[config.mk]
export PLATFORM = sky130hd
export DESIGN_NAME = poe_port_class_power_ctrl
export DESIGN_NICKNAME = d
export VERILOG_FILES = /design/src/rtl/poe_class_pkg.sv /design/src/rtl/overload_timer_if.sv /design/src/rtl/overload_timer.sv /design/src/rtl/poe_port_class_power_ctrl.sv
export SDC_FILE = /design/constraint.sdc
export NUM_CORES = 1
export LEC_CHECK = 0
export CORE_ASPECT_RATIO = 0.9
export CORE_MARGIN = 1
export CORE_UTILIZATION = 40
export DETAILED_ROUTE_END_ITERATION = 8
export DONT_BUFFER_PORTS = 1
export PLACE_DENSITY = 0.55
export RECOVER_POWER = 100
export SYNTH_ARGS = -nofsm -noshare
export SYNTH_HDL_FRONTEND = slang
export SYNTH_SLANG_ARGS = --single-unit
[constraint.sdc]
create_clock -name clock -period 4.13 [get_ports clock]
set_input_delay 0.826 -clock clock [delete_from_list [all_inputs] [get_ports clock]]
set_output_delay 0.826 -clock clock [all_outputs]
set_load 0.02 [all_outputs]
[src/rtl/poe_class_pkg.sv]
// constants, codes and types for the per-port class and power control
// assumes one 50 MHz clock and an 8-bit register port with 4-bit address
package poe_class_pkg;
  localparam int CLK_MHZ = 50;
  // classification pulse time, typical
  localparam int CLASS_TIME_US = 12000;
  localparam int CLASS_CYCLES = CLASS_TIME_US * CLK_MHZ;
  // pause at the mark voltage between the two class pulses
  localparam int MARK_TIME_US = 100;
  localparam int MARK_CYCLES = MARK_TIME_US * CLK_MHZ;
  localparam int START_TIME_US = 60000;
  localparam int START_CYCLES = START_TIME_US * CLK_MHZ;
  localparam int CUT_TIME_US = 60000;
  localparam int CUT_CYCLES = CUT_TIME_US * CLK_MHZ;
  localparam int LIMIT_TIME_US = 1000;
  localparam int LIMIT_CYCLES = LIMIT_TIME_US * CLK_MHZ;
  // cut timer counts up this many times faster than it counts down
  localparam int CUT_UP_STEP = 16;
  // analog levels the port stage is told to use
  localparam int CLASS_VOLT_MV = 18000;
  localparam int MARK_VOLT_MV = 9000;
  localparam int INRUSH_MA = 450;
  // register offsets
  localparam logic [3:0] REG_CONTROL = 4'h0;
  localparam logic [3:0] REG_COMMAND = 4'h1;
  localparam logic [3:0] REG_STATUS = 4'h2;
  localparam logic [3:0] REG_HP_STATUS = 4'h3;
  localparam logic [3:0] REG_LIMIT = 4'h4;
  localparam logic [3:0] REG_CUT = 4'h5;
  localparam logic [3:0] REG_FAULT = 4'h6;
  // field positions
  localparam int CTRL_CLASS_EN = 0;
  localparam int CTRL_PINGPONG = 1;
  localparam int CTRL_QUARTER_OHM = 2;
  localparam int CTRL_MANUAL = 3;
  localparam int CMD_CLASSIFY = 0;
  localparam int CMD_POWER_ON = 1;
  localparam int CMD_POWER_OFF = 2;
  localparam int STAT_POWERED = 4;
  localparam int STAT_STANDALONE = 5;
  localparam int FLT_START = 0;
  localparam int FLT_CUT = 1;
  localparam int FLT_LIMIT = 2;
  // hard limit codes, 425 mA and 850 mA for each sense scaling
  localparam logic [7:0] LIM425_HALF = 8'h00;
  localparam logic [7:0] LIM850_HALF = 8'h40;
  localparam logic [7:0] LIM425_QUARTER = 8'h80;
  localparam logic [7:0] LIM850_QUARTER = 8'hC0;
  // cut threshold codes per class in standalone mode
  localparam logic [6:0] CUT_CLASS1 = 7'h0B;
  localparam logic [6:0] CUT_CLASS2 = 7'h15;
  localparam logic [6:0] CUT_CLASS3 = 7'h26;
  localparam logic [6:0] CUT_CLASS4 = 7'h40;
  localparam logic [6:0] CUT_RESET = 7'h26;
  typedef enum logic [2:0] {
    CLASS_0 = 3'h0, CLASS_1 = 3'h1, CLASS_2 = 3'h2, CLASS_3 = 3'h3,
    CLASS_4 = 3'h4, CLASS_NONE = 3'h7
  } class_type;
  typedef enum logic [2:0] {
    ST_IDLE = 3'h0, ST_CLASS1 = 3'h1, ST_MARK = 3'h2, ST_CLASS2 = 3'h3,
    ST_INRUSH = 3'h4, ST_POWERED = 3'h5
  } state_type;
endpackage : poe_class_pkg

[src/rtl/overload_timer_if.sv]
// signals between the port sequencer and its overload timers
// assumes both ends sit on the same clock
interface overload_timer_if;
  logic active;
  logic overCut;
  logic overLimit;
  logic cutExpired;
  logic limitExpired;
  modport ctrl (output active, output overCut, output overLimit,
    input cutExpired, input limitExpired);
  modport timer (input active, input overCut, input overLimit,
    output cutExpired, output limitExpired);
endinterface : overload_timer_if

[src/rtl/overload_timer.sv]
// cut timer (up/down) and limit timer of one powered port
// assumes comparator levels already synchronous to clock
module overload_timer #(
  parameter int CUT_CYCLES = poe_class_pkg::CUT_CYCLES,
  parameter int LIMIT_CYCLES = poe_class_pkg::LIMIT_CYCLES
) (
  input wire logic clock,
  input wire logic nrst,
  overload_timer_if.timer tif
);
  localparam int CUT_TOP = CUT_CYCLES * poe_class_pkg::CUT_UP_STEP;
  localparam int CW = $clog2(CUT_TOP + 1);
  localparam int LW = $clog2(LIMIT_CYCLES + 1);
  logic [CW-1:0] cutCount;
  logic [LW-1:0] limitCount;

  // up by the step while above cut, down by one below: duty over ~6% trips
  // cut timer runs
  always_ff @(posedge clock or negedge nrst)
  begin
    if (!nrst)
      cutCount <= '0;
    else if (!tif.active)
      cutCount <= '0;
    else if (tif.overCut)
    begin
      if (cutCount >= CW'(CUT_TOP - poe_class_pkg::CUT_UP_STEP))
        cutCount <= CW'(CUT_TOP);
      else
        cutCount <= cutCount + CW'(poe_class_pkg::CUT_UP_STEP);
    end
    else if (cutCount != '0)
      cutCount <= cutCount - CW'(1);
  end

  always_ff @(posedge clock or negedge nrst)
  begin
    if (!nrst)
      limitCount <= '0;
    else if (!tif.active || !tif.overLimit)
      limitCount <= '0;
    else if (limitCount != LW'(LIMIT_CYCLES))
      limitCount <= limitCount + LW'(1);
  end

  assign tif.cutExpired = (cutCount == CW'(CUT_TOP));
  assign tif.limitExpired = (limitCount == LW'(LIMIT_CYCLES));
endmodule : overload_timer

[src/rtl/poe_port_class_power_ctrl.sv]
// one port: classification sequence, inrush with start timer, two thresholds
// assumes analog stage gives class result, comparator levels and detect pulse
// synchronous to clock; host reaches registers over a plain strobe port

module poe_port_class_power_ctrl #(
  parameter int CLASS_CYCLES = poe_class_pkg::CLASS_CYCLES,
  parameter int MARK_CYCLES = poe_class_pkg::MARK_CYCLES,
  parameter int START_CYCLES = poe_class_pkg::START_CYCLES,
  parameter int CUT_CYCLES = poe_class_pkg::CUT_CYCLES,
  parameter int LIMIT_CYCLES = poe_class_pkg::LIMIT_CYCLES
) (
  input wire logic clock,
  input wire logic nrst,
  input wire logic [3:0] regAddr,
  input wire logic [7:0] regWriteData,
  input wire logic regWrite,
  input wire logic regRead,
  output logic [7:0] regReadData,
  input wire logic standalonePin,
  input wire logic shutdown,
  input wire logic detectGood,
  input wire logic [2:0] classCurrent,
  input wire logic overCut,
  input wire logic overLimit,
  input wire logic inrushDone,
  output logic classVoltageOn,
  output logic markVoltageOn,
  output logic gateOn,
  output logic inrushRegulate,
  output logic [7:0] hardCurrentLimit,
  output logic [6:0] overloadCutThreshold,
  output logic quarterOhm,
  output logic restartDetect
);
  localparam int PW = 32;
  poe_class_pkg::state_type state, nextState;
  poe_class_pkg::class_type classField, measured;
  logic [PW-1:0] phaseCount;
  logic standalone, strapTaken;
  logic classEnable, pingPong, manualBit;
  logic hpFlag;
  logic [7:0] hardLimit;
  logic [6:0] cutThreshold;
  logic [2:0] faultFlags, faultSet;
  logic classEnd, markEnd, startExpire;
  logic cmdClassify, cmdPowerOn, cmdPowerOff, manualMode, portOn, turnOff;
  logic [7:0] lim425, lim850;
  overload_timer_if tif();

  overload_timer #(
    .CUT_CYCLES(CUT_CYCLES),
    .LIMIT_CYCLES(LIMIT_CYCLES)
  ) u_timer (
    .clock(clock),
    .nrst(nrst),
    .tif(tif)
  );

  // command strobes only live for the write cycle
  assign cmdClassify = regWrite && regAddr == poe_class_pkg::REG_COMMAND
    && regWriteData[poe_class_pkg::CMD_CLASSIFY];
  assign cmdPowerOn = regWrite && regAddr == poe_class_pkg::REG_COMMAND
    && regWriteData[poe_class_pkg::CMD_POWER_ON];
  assign cmdPowerOff = regWrite && regAddr == poe_class_pkg::REG_COMMAND
    && regWriteData[poe_class_pkg::CMD_POWER_OFF];
  // the strap overrides the manual bit
  assign manualMode = manualBit && !standalone;
  assign portOn = state == poe_class_pkg::ST_INRUSH || state == poe_class_pkg::ST_POWERED;
  assign turnOff = portOn && nextState == poe_class_pkg::ST_IDLE;
  assign lim425 = quarterOhm ? poe_class_pkg::LIM425_QUARTER : poe_class_pkg::LIM425_HALF;
  assign lim850 = quarterOhm ? poe_class_pkg::LIM850_QUARTER : poe_class_pkg::LIM850_HALF;

  // out-of-range current reads as class 0
  assign measured = (classCurrent > 3'h4) ? poe_class_pkg::CLASS_0
    : poe_class_pkg::class_type'(classCurrent);

  assign classEnd = phaseCount == PW'(CLASS_CYCLES - 1);
  assign markEnd = phaseCount == PW'(MARK_CYCLES - 1);
  assign startExpire = phaseCount == PW'(START_CYCLES - 1);

  // strap is caught by a clocked process after reset release, not by the reset
  always_ff @(posedge clock or negedge nrst)
  begin
    if (!nrst)
    begin
      standalone <= 1'b0;
      strapTaken <= 1'b0;
    end
    else if (!strapTaken)
    begin
      standalone <= standalonePin;
      strapTaken <= 1'b1;
    end
  end

  // control register; class enable defaults from the strap
  // class enable from strap
  always_ff @(posedge clock or negedge nrst)
  begin
    if (!nrst)
    begin
      classEnable <= 1'b0;
      pingPong <= 1'b0;
      quarterOhm <= 1'b0;
      manualBit <= 1'b0;
    end
    else if (!strapTaken)
      classEnable <= standalonePin;
    else if (regWrite && regAddr == poe_class_pkg::REG_CONTROL)
    begin
      classEnable <= regWriteData[poe_class_pkg::CTRL_CLASS_EN];
      pingPong <= regWriteData[poe_class_pkg::CTRL_PINGPONG];
      quarterOhm <= regWriteData[poe_class_pkg::CTRL_QUARTER_OHM];
      manualBit <= regWriteData[poe_class_pkg::CTRL_MANUAL];
    end
  end

  // sequencer
  always_comb
  begin
    nextState = state;
    faultSet = 3'h0;
    case (state)
      poe_class_pkg::ST_IDLE:
        if (shutdown)
          nextState = poe_class_pkg::ST_IDLE;
        else if (cmdPowerOn)
          nextState = poe_class_pkg::ST_INRUSH;
        else if (classEnable && strapTaken
                 && (manualMode ? cmdClassify : detectGood))
          nextState = poe_class_pkg::ST_CLASS1;
        else if (standalone && detectGood)
          nextState = poe_class_pkg::ST_INRUSH;
      poe_class_pkg::ST_CLASS1:
        if (shutdown)
          nextState = poe_class_pkg::ST_IDLE;
        else if (classEnd)
        begin
          if (measured == poe_class_pkg::CLASS_4 && pingPong)
            nextState = poe_class_pkg::ST_MARK;
          else if (standalone)
            nextState = poe_class_pkg::ST_INRUSH;
          else
            nextState = poe_class_pkg::ST_IDLE;
        end
      poe_class_pkg::ST_MARK:
        if (shutdown)
          nextState = poe_class_pkg::ST_IDLE;
        else if (markEnd)
          nextState = poe_class_pkg::ST_CLASS2;
      poe_class_pkg::ST_CLASS2:
        if (shutdown)
          nextState = poe_class_pkg::ST_IDLE;
        else if (classEnd)
        begin
          if (standalone && measured == poe_class_pkg::CLASS_4)
            nextState = poe_class_pkg::ST_INRUSH;
          else
            nextState = poe_class_pkg::ST_IDLE;
        end
      poe_class_pkg::ST_INRUSH:
        if (shutdown || cmdPowerOff)
          nextState = poe_class_pkg::ST_IDLE;
        else if (inrushDone)
          nextState = poe_class_pkg::ST_POWERED;
        else if (startExpire)
        begin
          nextState = poe_class_pkg::ST_IDLE;
          faultSet[poe_class_pkg::FLT_START] = 1'b1;
        end
      poe_class_pkg::ST_POWERED:
        if (shutdown || cmdPowerOff)
          nextState = poe_class_pkg::ST_IDLE;
        else if (tif.cutExpired)
        begin
          nextState = poe_class_pkg::ST_IDLE;
          faultSet[poe_class_pkg::FLT_CUT] = 1'b1;
        end
        else if (tif.limitExpired)
        begin
          nextState = poe_class_pkg::ST_IDLE;
          faultSet[poe_class_pkg::FLT_LIMIT] = 1'b1;
        end
      default:
        nextState = poe_class_pkg::ST_IDLE;
    endcase
  end

  always_ff @(posedge clock or negedge nrst)
  begin
    if (!nrst)
      state <= poe_class_pkg::ST_IDLE;
    else
      state <= nextState;
  end

  // phase counter restarts on each state change
  // start timer during inrush
  always_ff @(posedge clock or negedge nrst)
  begin
    if (!nrst)
      phaseCount <= '0;
    else if (nextState != state)
      phaseCount <= '0;
    else if (state != poe_class_pkg::ST_IDLE && state != poe_class_pkg::ST_POWERED)
      phaseCount <= phaseCount + PW'(1);
  end

  always_ff @(posedge clock or negedge nrst)
  begin
    if (!nrst)
      classField <= poe_class_pkg::CLASS_NONE;
    else if (classEnd && (state == poe_class_pkg::ST_CLASS1
                          || state == poe_class_pkg::ST_CLASS2))
      classField <= measured;
  end

  // flag cleared when a new sequence begins, so it reflects this PD only
  // second cycle flag
  always_ff @(posedge clock or negedge nrst)
  begin
    if (!nrst)
      hpFlag <= 1'b0;
    else if (nextState == poe_class_pkg::ST_CLASS2)
      hpFlag <= 1'b1;
    else if (state == poe_class_pkg::ST_IDLE && nextState == poe_class_pkg::ST_CLASS1)
      hpFlag <= 1'b0;
  end

  // thresholds: host writes any time, even while powered, except in a turn-off or standalone class-end cycle
  // live threshold writes
  // limit back to 425 on off
  always_ff @(posedge clock or negedge nrst)
  begin
    if (!nrst)
    begin
      hardLimit <= poe_class_pkg::LIM425_HALF;
      cutThreshold <= poe_class_pkg::CUT_RESET;
    end
    else if (turnOff)
      hardLimit <= lim425;
    else if (standalone && classEnd && nextState == poe_class_pkg::ST_INRUSH)
    begin
      case (measured)
        poe_class_pkg::CLASS_1: cutThreshold <= poe_class_pkg::CUT_CLASS1;
        poe_class_pkg::CLASS_2: cutThreshold <= poe_class_pkg::CUT_CLASS2;
        poe_class_pkg::CLASS_4: cutThreshold <= poe_class_pkg::CUT_CLASS4;
        default: cutThreshold <= poe_class_pkg::CUT_CLASS3;
      endcase
      hardLimit <= (measured == poe_class_pkg::CLASS_4) ? lim850 : lim425;
    end
    else if (regWrite && regAddr == poe_class_pkg::REG_LIMIT)
      hardLimit <= regWriteData;
    else if (regWrite && regAddr == poe_class_pkg::REG_CUT)
      cutThreshold <= regWriteData[6:0];
  end

  // sticky faults, write one to clear; a new fault beats the clear
  always_ff @(posedge clock or negedge nrst)
  begin
    if (!nrst)
      faultFlags <= 3'h0;
    else if (regWrite && regAddr == poe_class_pkg::REG_FAULT)
      faultFlags <= (faultFlags & ~regWriteData[2:0]) | faultSet;
    else
      faultFlags <= faultFlags | faultSet;
  end

  // drive outputs from flops; limit forced low while inrush runs
  // inrush limit forced
  always_ff @(posedge clock or negedge nrst)
  begin
    if (!nrst)
    begin
      hardCurrentLimit <= poe_class_pkg::LIM425_HALF;
      overloadCutThreshold <= poe_class_pkg::CUT_RESET;
      restartDetect <= 1'b0;
    end
    else
    begin
      hardCurrentLimit <= (nextState == poe_class_pkg::ST_INRUSH) ? lim425 : hardLimit;
      overloadCutThreshold <= cutThreshold;
      restartDetect <= state == poe_class_pkg::ST_CLASS2 && classEnd && !shutdown
        && standalone && measured != poe_class_pkg::CLASS_4;
    end
  end

  assign classVoltageOn = state == poe_class_pkg::ST_CLASS1 || state == poe_class_pkg::ST_CLASS2;
  assign markVoltageOn = state == poe_class_pkg::ST_MARK;
  assign gateOn = portOn;
  assign inrushRegulate = state == poe_class_pkg::ST_INRUSH;
  assign tif.active = state == poe_class_pkg::ST_POWERED;
  assign tif.overCut = overCut;
  assign tif.overLimit = overLimit;

  // read data one cycle after the strobe, zero elsewhere and when unmapped
  always_ff @(posedge clock or negedge nrst)
  begin
    if (!nrst)
      regReadData <= 8'h00;
    else if (!regRead)
      regReadData <= 8'h00;
    else
      case (regAddr)
        poe_class_pkg::REG_CONTROL:
          regReadData <= {4'h0, manualBit, quarterOhm, pingPong, classEnable};
        poe_class_pkg::REG_STATUS:
          regReadData <= {2'h0, standalone, portOn, 1'b0, classField};
        poe_class_pkg::REG_HP_STATUS: regReadData <= {7'h00, hpFlag};
        poe_class_pkg::REG_LIMIT: regReadData <= hardLimit;
        poe_class_pkg::REG_CUT: regReadData <= {1'b0, cutThreshold};
        poe_class_pkg::REG_FAULT: regReadData <= {5'h00, faultFlags};
        default: regReadData <= 8'h00;
      endcase
  end
endmodule : poe_port_class_power_ctrl

==> flow_summary.toml, run 1 <==
[clock_network]
ctsHtreeMaxLevel = 4
post-cts-setup-buffers = 0
cts.sinks = 129
clkTransAtPathRegs_ns = 0.07
ctsResizeCount = 0
holdBufCountCts = 0
clkLatencyLatePin_ns = 0.43
cts_tree = "yes"
cts_buffer_depth = 2
cts-root-buf = "clkbuf_16"
numCtsBuffers = 17

[sta]
setup_violations = 0
rsz0062_at_grt = "false"
period_share = 0.904
finalHoldViolCount = 0
skew_ns = 0.0124
hold_slack_ns = 0.0847
max_clock_freq_mhz = 268
min_period_ns = 3.73
slew_headroom = 0.366
worst_pin_slew_ns = 0.951
tns_ns = 0
maxSlewViolCount = 0

[logic_synthesis]
synth.avg_cell_area_um2 = 9.56
synthFlopType = "dfrtp_1"
yosysWarnings = 0
synth_edf_count = 0
syn_nets = 804
synth_cell_types = 74
synth_seq_cells = 129
syn_area_mm2 = 0.00737
ys_seq_area_frac = 0.440
syn_inst = 771
synth_async_sr_flop_share = 1.00

[finish]
antenna_cells = 0
nets = 789
fillers = 1736
drive_gt1_frac = 0.0871
final_cell_mix = "dfrtp_1, nor2_1, nand2_1, nor4_1, nand3_1"
instances_no_fill = 1009
final_common_cell = "dfrtp_1"
area_growth_pct = 8.56

[floorplanning]
ioPinCount = 54
coreArea_mm2 = 0.0178
start_util = 0.413
rows = 46
dieHeight_um = 131
die-area_mm2 = 0.0190
fp.dieW_um = 145

[route]
ant_nets = 0
first_pass_iters = 5
viasPerCell = 5.85
wl_per_cell_um = 18.2
first_iter_violations = 310
drt-total-wl_um = 18300
route.vias.total = 5901
drc = 0

[worst_setup_path]
crit_family = "compound AO/OA/AOI/OAI gates"
crit_chain = "inv_1, ha_1, nand4bb_1, or4_1, or3_1, a221o_1, o21ba_1, o21bai_1, mux2_2"
startpoint_type = "flip-flop"
cpMaxStageDelayCell = "o21bai_1"
cp_num_buf_inv = 1
cp-end-kind = "flip-flop"
crit_required_ns = 4.44
crit_type = "reg -> reg"
worstPathMaxFanout = 9
crit_arrival_ns = 4.05
slowest_delay_ns = 0.66

[placement]
dp_hpwl_um = 12400
placed_cells = 977
gp_congestion = 0.909
numPortBuffers = 0

[global_routing]
grt_overflow = 0
grt_pass1_wl_um = 30500
antenna_found_initial = 0
grt_pass1_vias = 5915
grt_start_max_net_pins = 130
grt_use_total = 0.203

[power_and_ir_drop]
power_density_mw_per_mm2 = 483
ir_worst_vdd_mv = 0.242
cellLeakagePower_nw = 3.30
finalPower_mw = 3.86

[run_status]
status = "complete, no violations"

[flow_run]
drv_cap = 0

[worst_hold_path]
hp-class = "in -> async"
## metal layers
| metal | vias up | track usage | wire length [um] |
|---|---|---|---|
| li1 | 2774 | - | - |
| met1 | 2939 | 0.263 | 8350 |
| met2 | 159 | 0.329 | 8550 |
| met3 | 29 | 0.0517 | 1100 |
| met4 | 0 | 0.0755 | 342 |
| met5 | - | 0 | 0 |
## worst register-to-register path, cell delays in order, from the launching register on
cell	delay, ns
dfrtp_1	0.46
inv_1	0.11
ha_1	0.17
nand4bb_1	0.13
or4_1	0.55
or3_1	0.44
a221o_1	0.38
o21ba_1	0.30
o21bai_1	0.66
mux2_2	0.41
## through the flow
| stage | setup WS (ns) | cell area [um2] | util |
|---|---|---|---|
| final | 0.398 | 8000 | 0.448 |
| after global routing | 0.249 | 8000 | 0.448 |
| after CTS | 0.568 | 8100 | 0.454 |
| after detailed placement | 0.596 | 7520 | 0.421 |
| after global placement | 0.662 | 7520 | 0.421 |
| after floorplan | 0.895 | 7370 | - |
## where the power goes
| group | switching [mW] | internal, mW | total [mW] |
|---|---|---|---|
| combinational | 0.498 | 0.298 | 0.796 |
| clock | 0.682 | 0.809 | 1.49 |
| sequential | 0.184 | 1.39 | 1.57 |
## logic make-up after synthesis
kind of cell	share of synthesized area
AND/OR/NAND/NOR	0.261
AO/OA/AOI/OAI	0.112
flip-flops	0.440
buffers and inverters	0.0416
adder cells (fa/ha/maj)	0.0136
XOR/XNOR	0.0869
multiplexers	0.0452
other	0.000509
## synth_stat cells (5+ instances only)
library cell	count	area, um2
nand3_1	42	210
o21ai_0	24	120
ha_1	8	100
a22oi_1	6	45.0
or3_1	14	87.6
nor3_1	29	145
a221oi_1	11	96.3
mux2i_1	7	70.1
nor2_1	65	244
nor4_1	35	219
a21oi_1	28	140
mux2_4	7	105
nor2b_1	18	113
xor2_1	35	307
dfrtp_1	120	3000
and3_1	17	106
nor4_2	7	87.6
buf_6	8	90.1
xnor2_1	35	307
nand2_1	63	236
clkbuf_1	29	109
inv_1	20	75.1
nand4_1	13	81.3
or4_1	7	52.6
dfstp_2	9	236
buf_2	5	25.0
nand2b_1	10	62.6
mux2_2	13	146
## state kept, by name (all words and copies together) (netlist names)
register              flops
pingPong                  1
state                     3
classEnable               1
standalone                1
cutThreshold              7
quarterOhm                1
hpFlag                    1
restartDetect             1
strapTaken                1
overloadCutThreshold      7
faultFlags                3
classField                3
regReadData               8
phaseCount               32
hardCurrentLimit          8
u_timer.cutCount         26
manualBit                 1
hardLimit                 8
u_timer.limitCount       16
## final timing paths
path                       slack [ns]                 endpoint                 from  cells after the start
min                              0.08           regReadData[5]                 nrst                      0
max reg2reg                      0.40             hardLimit[7]  u_timer.cutCount[4]                      9
max                              0.40             hardLimit[7]  u_timer.cutCount[4]                      9
min reg2reg                      0.40  overloadCutThreshold[5]      cutThreshold[5]                      0
max in group asynchronous        3.74            classField[1]                 nrst                      0
min in group clock               0.40  overloadCutThreshold[5]      cutThreshold[5]                      0
## cell type report
cell class | instances | area, um2 | area share
Sequential cell | 129 | 3240 | 0.405
Tap cell | 240 | 300 | 0.0375
Inverter | 20 | 75.1 | 0.00939
Multi-Input combinational cell | 578 | 3750 | 0.468
Clock inverter | 15 | 151 | 0.0189
Timing Repair Buffer | 10 | 60.1 | 0.00751
Clock buffer | 17 | 425 | 0.0532
(Power assumes the default switching activity.)
==> run 2, diff against run 1 <==
--- a/config.mk
+++ b/config.mk
@@ -11,7 +11,6 @@
 export DETAILED_ROUTE_END_ITERATION = 8
 export DONT_BUFFER_PORTS = 1
 export PLACE_DENSITY = 0.55
-export RECOVER_POWER = 100
 export SYNTH_ARGS = -nofsm -noshare
 export SYNTH_HDL_FRONTEND = slang
 export SYNTH_SLANG_ARGS = --single-unit
==> run 2 against run 1 <==
Flip-flop and latch count unchanged. Clock power is essentially flat. Final area up 1.2%. Global-route usage is the same. Core utilization increased by 0.55 points. Critical path type unchanged. Critical endpoint is now cutThreshold[6].
==> flow_summary.toml, run 2 (synthesis gave the netlist of run 1 again) <==
[clock_network]
post-cts-setup-buffers = 0
numCtsBuffers = 17
ctsHtreeMaxLevel = 4
clkLatencyLatePin_ns = 0.43
cts.sinks = 129
holdBufCountCts = 0
clkTransAtPathRegs_ns = 0.07
ctsResizeCount = 0
cts-root-buf = "clkbuf_16"
cts_buffer_depth = 2
cts_tree = "yes"

[worst_setup_path]
crit_required_ns = 4.44
r2r_slack_ns = 0.51
cp-end-kind = "flip-flop"
crit_type = "reg -> reg"
startpoint_type = "flip-flop"
r2r_start = "phaseCount[14]"
worstPathMaxFanout = 10
crit_path_start = "phaseCount[14]"
crit_arrival_ns = 3.93

[finish]
top_register = "phaseCount"
largest_reg_flops = 32
top_regs = "phaseCount (32), u_timer.cutCount (26), u_timer.limitCount (16)"
fillers = 1708
final_common_cell = "dfrtp_1"
final_cell_mix = "dfrtp_1, nor2_1, nand2_1, nand3_1"
drive_gt1_frac = 0.122
antenna_cells = 0
multi_input_area_mm2 = 0.00383
nets = 789
final-seq-area_mm2 = 0.00324
area_growth_pct = 9.88

[sta]
period_share = 0.876
skew_ns = 0.0127
slew_headroom = 0.373
hold_slack_ns = 0.0832
maxSlewViolCount = 0
rsz0062_at_grt = "false"
worst_pin_slew_ns = 0.941
setup_violations = 0
tns_ns = 0
finalHoldViolCount = 0
min_period_ns = 3.62
max_clock_freq_mhz = 277

[floorplanning]
coreArea_mm2 = 0.0178
start_util = 0.413
die-area_mm2 = 0.0190
ioPinCount = 54
dieHeight_um = 131
fp.dieW_um = 145
rows = 46

[power_and_ir_drop]
swShare = 0.354
p_comb_frac = 0.214
power_density_mw_per_mm2 = 483
switching_power_mw = 1.39
cellLeakagePower_nw = 3.34
clkPwrFrac = 0.382
ir_worst_vdd_mv = 0.241
power.internal_mw = 2.53
p_seq_frac = 0.404

[route]
first_iter_violations = 372
drt-total-wl_um = 18300
route.vias.total = 5887
ant_nets = 0
wl_per_cell_um = 18.1
viasPerCell = 5.83
first_pass_iters = 4
drc = 0

[placement]
gp_congestion = 0.909
numPortBuffers = 0
dp_hpwl_um = 12400

[worst_hold_path]
hp-class = "in -> async"

[run_status]
status = "complete, no violations"

[global_routing]
grt_start_max_net_pins = 130
grt_overflow = 0
grt_pass1_wl_um = 30500
antenna_found_initial = 0
grt_pass1_vias = 5915
grt_use_total = 0.203

[flow_run]
drv_cap = 0
[run 2: changes by cell type in the layout (fill, tap and decap cells not counted), moves of 2 or more]
cell | before | now
dfstp_1 | 6 | 0
clkbuf_1 | 4 | 0
mux2_1 | 8 | 1
buf_4 | 6 | 10
dfstp_2 | 3 | 9
nor4_1 | 42 | 35
mux2_4 | 0 | 7
nor4_2 | 0 | 7
a2111oi_1 | 0 | 2
a2111oi_0 | 3 | 0
[run 2: final timing paths]
kind	end	cells after the start
min	regReadData[5]	0
max reg2reg	cutThreshold[6]	7
max in group asynchronous	classField[1]	0
min in group clock	overloadCutThreshold[5]	0
max	cutThreshold[6]	7
min reg2reg	overloadCutThreshold[5]	0
[run 2: final cells by class]
type / count / share of cell area
flip-flops and latches: 129 / 0.400
clock buffers: 17 / 0.0525
clock inverters: 15 / 0.0187
well taps: 240 / 0.0371
multi-input cells: 578 / 0.473
inverters: 20 / 0.00927
repair buffers: 10 / 0.00927
[run 2: power groups by stage]
stage                     registers (mW)  clock network (mW)  logic (mW)
after floorplan                     1.53                   0       0.723
after global placement              1.60                   0       0.807
after detailed placement            1.61                   0       0.832
after CTS                           1.58                1.51       0.838
after global routing                1.60                1.57       0.929
final                               1.58                1.49       0.837
[run 2: layer usage]
| layer | routed length (um) | vias to the layer above | GRT usage |
|---|---|---|---|
| li1 | - | 2773 | - |
| met1 | 8590 | 2947 | 0.263 |
| met2 | 8450 | 139 | 0.329 |
| met3 | 938 | 28 | 0.0517 |
| met4 | 328 | 0 | 0.0755 |
| met5 | 0 | - | 0 |
[run 2: critical path, stage by stage, from the launching register on]
cell and delay (ns):
dfrtp_1 0.42, or4b_1 0.56, nor4_1 0.45, nor3b_1 0.56, a221o_1 0.26, o211a_1 0.40, o22a_1 0.51, mux2_4 0.34
[run 2: per-stage QoR]
step	utilization	power (mW)	worst slack, ns	instance area (um2)	instances
3_3_place_gp	0.421	2.41	0.662	7520	977
3_5_place_dp	0.421	2.44	0.596	7520	977
4_1_cts	0.454	3.93	0.568	8100	1009
2_1_floorplan	-	2.26	0.895	7370	771
6_report	0.454	3.91	0.514	8100	1009
5_1_grt	0.454	4.10	0.344	8100	1009
==> run 3, diff against run 2 <==
--- a/config.mk
+++ b/config.mk
@@ -13,4 +13,5 @@
 export PLACE_DENSITY = 0.55
 export SYNTH_ARGS = -nofsm -noshare
 export SYNTH_HDL_FRONTEND = slang
+export SYNTH_HIERARCHICAL = 1
 export SYNTH_SLANG_ARGS = --single-unit
==> constraint.sdc (replaced) <==
create_clock -name clock -period 4.45 [get_ports clock]
set_input_delay 0.89 -clock clock [delete_from_list [all_inputs] [get_ports clock]]
set_output_delay 0.89 -clock clock [all_outputs]
set_load 0.02 [all_outputs]
==> run 3 against run 2 <==
Sequential share of layout area up 0.51 points. Hold slack better by 0.091 ns. Die area down 1.4%. Critical path depth up 4. First-iteration DRC count up 13%. Combinational power down 3.3%. Power down 6.6%. Via count up 0.12%. Final area down 1.3%. Register-to-register slack better by 0.34 ns. Maximum frequency up 0.54%. Non-clock buffer count down 5.
==> flow_summary.toml, run 3 <==
[clock_network]
cts_buffer_depth = 2
ctsHtreeMaxLevel = 4
ctsResizeCount = 0
cts_tree = "yes"
cts.sinks = 129
holdBufCountCts = 0
post-cts-setup-buffers = 0
numCtsBuffers = 17
cts-root-buf = "clkbuf_16"
clkLatencyLatePin_ns = 0.42
clkTransAtPathRegs_ns = 0.06

[global_routing]
grtUsageMet1 = 0.287
grt_pass1_wl_um = 29800
grt_overflow = 0
grt_pass1_vias = 5743
antenna_found_initial = 0
met2_usage = 0.315
grt_use_met3 = 0.0510
grt_use_total = 0.206
grt_start_max_net_pins = 130
grt-busiest-layer = "met2"

[finish]
nets = 807
largest_reg_flops = 32
top_regs = "phaseCount (32), u_timer/cutCount (26), u_timer/limitCount (16)"
final_cell_mix = "dfrtp_1, nor2_1, nand2_1, nand3_1, a21oi_1"
top_register = "phaseCount"
fillers = 1707
antenna_cells = 0
final_common_cell = "dfrtp_1"
drive_gt1_frac = 0.0914
final_util = 0.452
multi_input_area_mm2 = 0.00375
final-seq-area_mm2 = 0.00324
area_growth_pct = 10.1
instances_no_fill = 1028

[worst_setup_path]
r2r_start = "u_timer/cutCount[20]"
reg2reg_depth = 11
crit_required_ns = 4.74
crit_type = "reg -> reg"
startpoint_type = "flip-flop"
crit_path_start = "u_timer/cutCount[20]"
worstPathMaxFanout = 14
cp-end-kind = "flip-flop"
reg2reg_to = "hardLimit[7]"
cp-endpoint = "hardLimit[7]"
crit_arrival_ns = 3.89
r2r_slack_ns = 0.85

[sta]
min_period_ns = 3.60
skew_ns = 0.00809
slew_headroom = 0.345
setup_violations = 0
max_clock_freq_mhz = 278
tns_ns = 0
rsz0062_at_grt = "false"
finalHoldViolCount = 0
worst_pin_slew_ns = 0.981
maxSlewViolCount = 0
period_share = 0.808

[logic_synthesis]
synthFlopType = "dfrtp_1"
synth_top_cell_by_area = "dfrtp_1"
synth.most_common_cell = "dfrtp_1"
synth_async_sr_flop_share = 1.00
syn_nets = 825
syn_inst = 793
ys_seq_area_frac = 0.446
synth_edf_count = 0
synth_seq_cells = 129
yosys-top-cells-count = "dfrtp_1, nor2_1, nand2_1"
yosysWarnings = 6
syn_area_mm2 = 0.00726
synth_cell_types = 82
yosys-top-cells-area = "dfrtp_1, nor2_1, xor2_1, dfstp_2, nand2_1"
yosysTopAreaCellShare = 0.413
synth.avg_cell_area_um2 = 9.16

[route]
route.vias.total = 5894
wl_per_cell_um = 17.6
first_iter_violations = 422
ant_nets = 0
first_pass_iters = 5
drt-total-wl_um = 18100
viasPerCell = 5.73
drc = 0

[power_and_ir_drop]
power_density_mw_per_mm2 = 457
finalPower_mw = 3.65
cellLeakagePower_nw = 3.35
ir_worst_vdd_mv = 0.250

[floorplanning]
start_util = 0.411
fp.dieW_um = 144
die-area_mm2 = 0.0187
coreArea_mm2 = 0.0177
ioPinCount = 54
rows = 46
dieHeight_um = 130

[worst_hold_path]
hp-class = "in -> async"

[run_status]
status = "complete, no violations"

[placement]
numPortBuffers = 0
dp_hpwl_um = 12400
placed_cells = 996
gp_congestion = 0.855

[flow_run]
drv_cap = 0
run 3: how the worst min path moves through the flow:
stage                          startpoint                 endpoint  slack (ns)  cells past startpoint
after floorplan           cutThreshold[2]  overloadCutThreshold[2]        0.36                      0
after global placement    cutThreshold[5]  overloadCutThreshold[5]        0.37                      0
after detailed placement  cutThreshold[5]  overloadCutThreshold[5]        0.37                      0
after CTS                            nrst    u_timer/limitCount[5]        0.15                      0
after global routing                 nrst     u_timer/cutCount[14]        0.14                      0
final                                nrst     u_timer/cutCount[16]        0.17                      0
run 3: final cells by class:
cell class | count | share of cell area
tap | 240 | 0.0376
sequential | 129 | 0.405
clock buffer | 20 | 0.0571
multi-input combinational | 602 | 0.469
timing repair buffer | 5 | 0.00470
inverter | 20 | 0.00939
clock inverter | 12 | 0.0167
run 3: layer usage:
layer,up-vias,part of all wire
met5,-,0
met4,0,0.016
met3,21,0.057
met2,168,0.45
met1,2878,0.47
li1,2827,-
run 3: kinds of logic (layout without fill, tap and decap cells):
family	after synthesis	count (layout)	synth area share
and+or+nand+nor	378	378	0.271
muxes	25	25	0.0369
DFF	129	129	0.446
other	1	1	0.000516
xor gates and xnor gates	60	60	0.0724
buffers and inverters	62	57	0.0376
adders and majority gates	7	7	0.0121
AOI/OAI and AO/OA	131	131	0.124
run 3: worst max-delay path, stage by stage (launching register included):
cell      delay, ns
dfrtp_1        0.48
nand3_1        0.23
or4_1          0.56
nor3_1         0.46
nor2_1         0.20
mux2_2         0.32
nand3_1        0.07
and3_1         0.26
o211ai_2       0.10
buf_4          0.20
nand2b_1       0.24
mux2_4         0.33
run 3: power by group:
part           internal [mW]  switching (mW)
registers               1.30           0.168
logic                  0.308           0.501
clock network          0.856           0.524
run 3: metrics by stage:
| stage | setup WS, ns | hold WS, ns | cell area, um2 |
|---|---|---|---|
| global placement | 1.05 | 0.373 | 7400 |
| CTS | 0.851 | 0.151 | 7990 |
| floorplan | 1.32 | 0.360 | 7260 |
| finish | 0.853 | 0.174 | 7990 |
| global route | 0.626 | 0.137 | 7990 |
| detailed placement | 0.881 | 0.370 | 7400 |
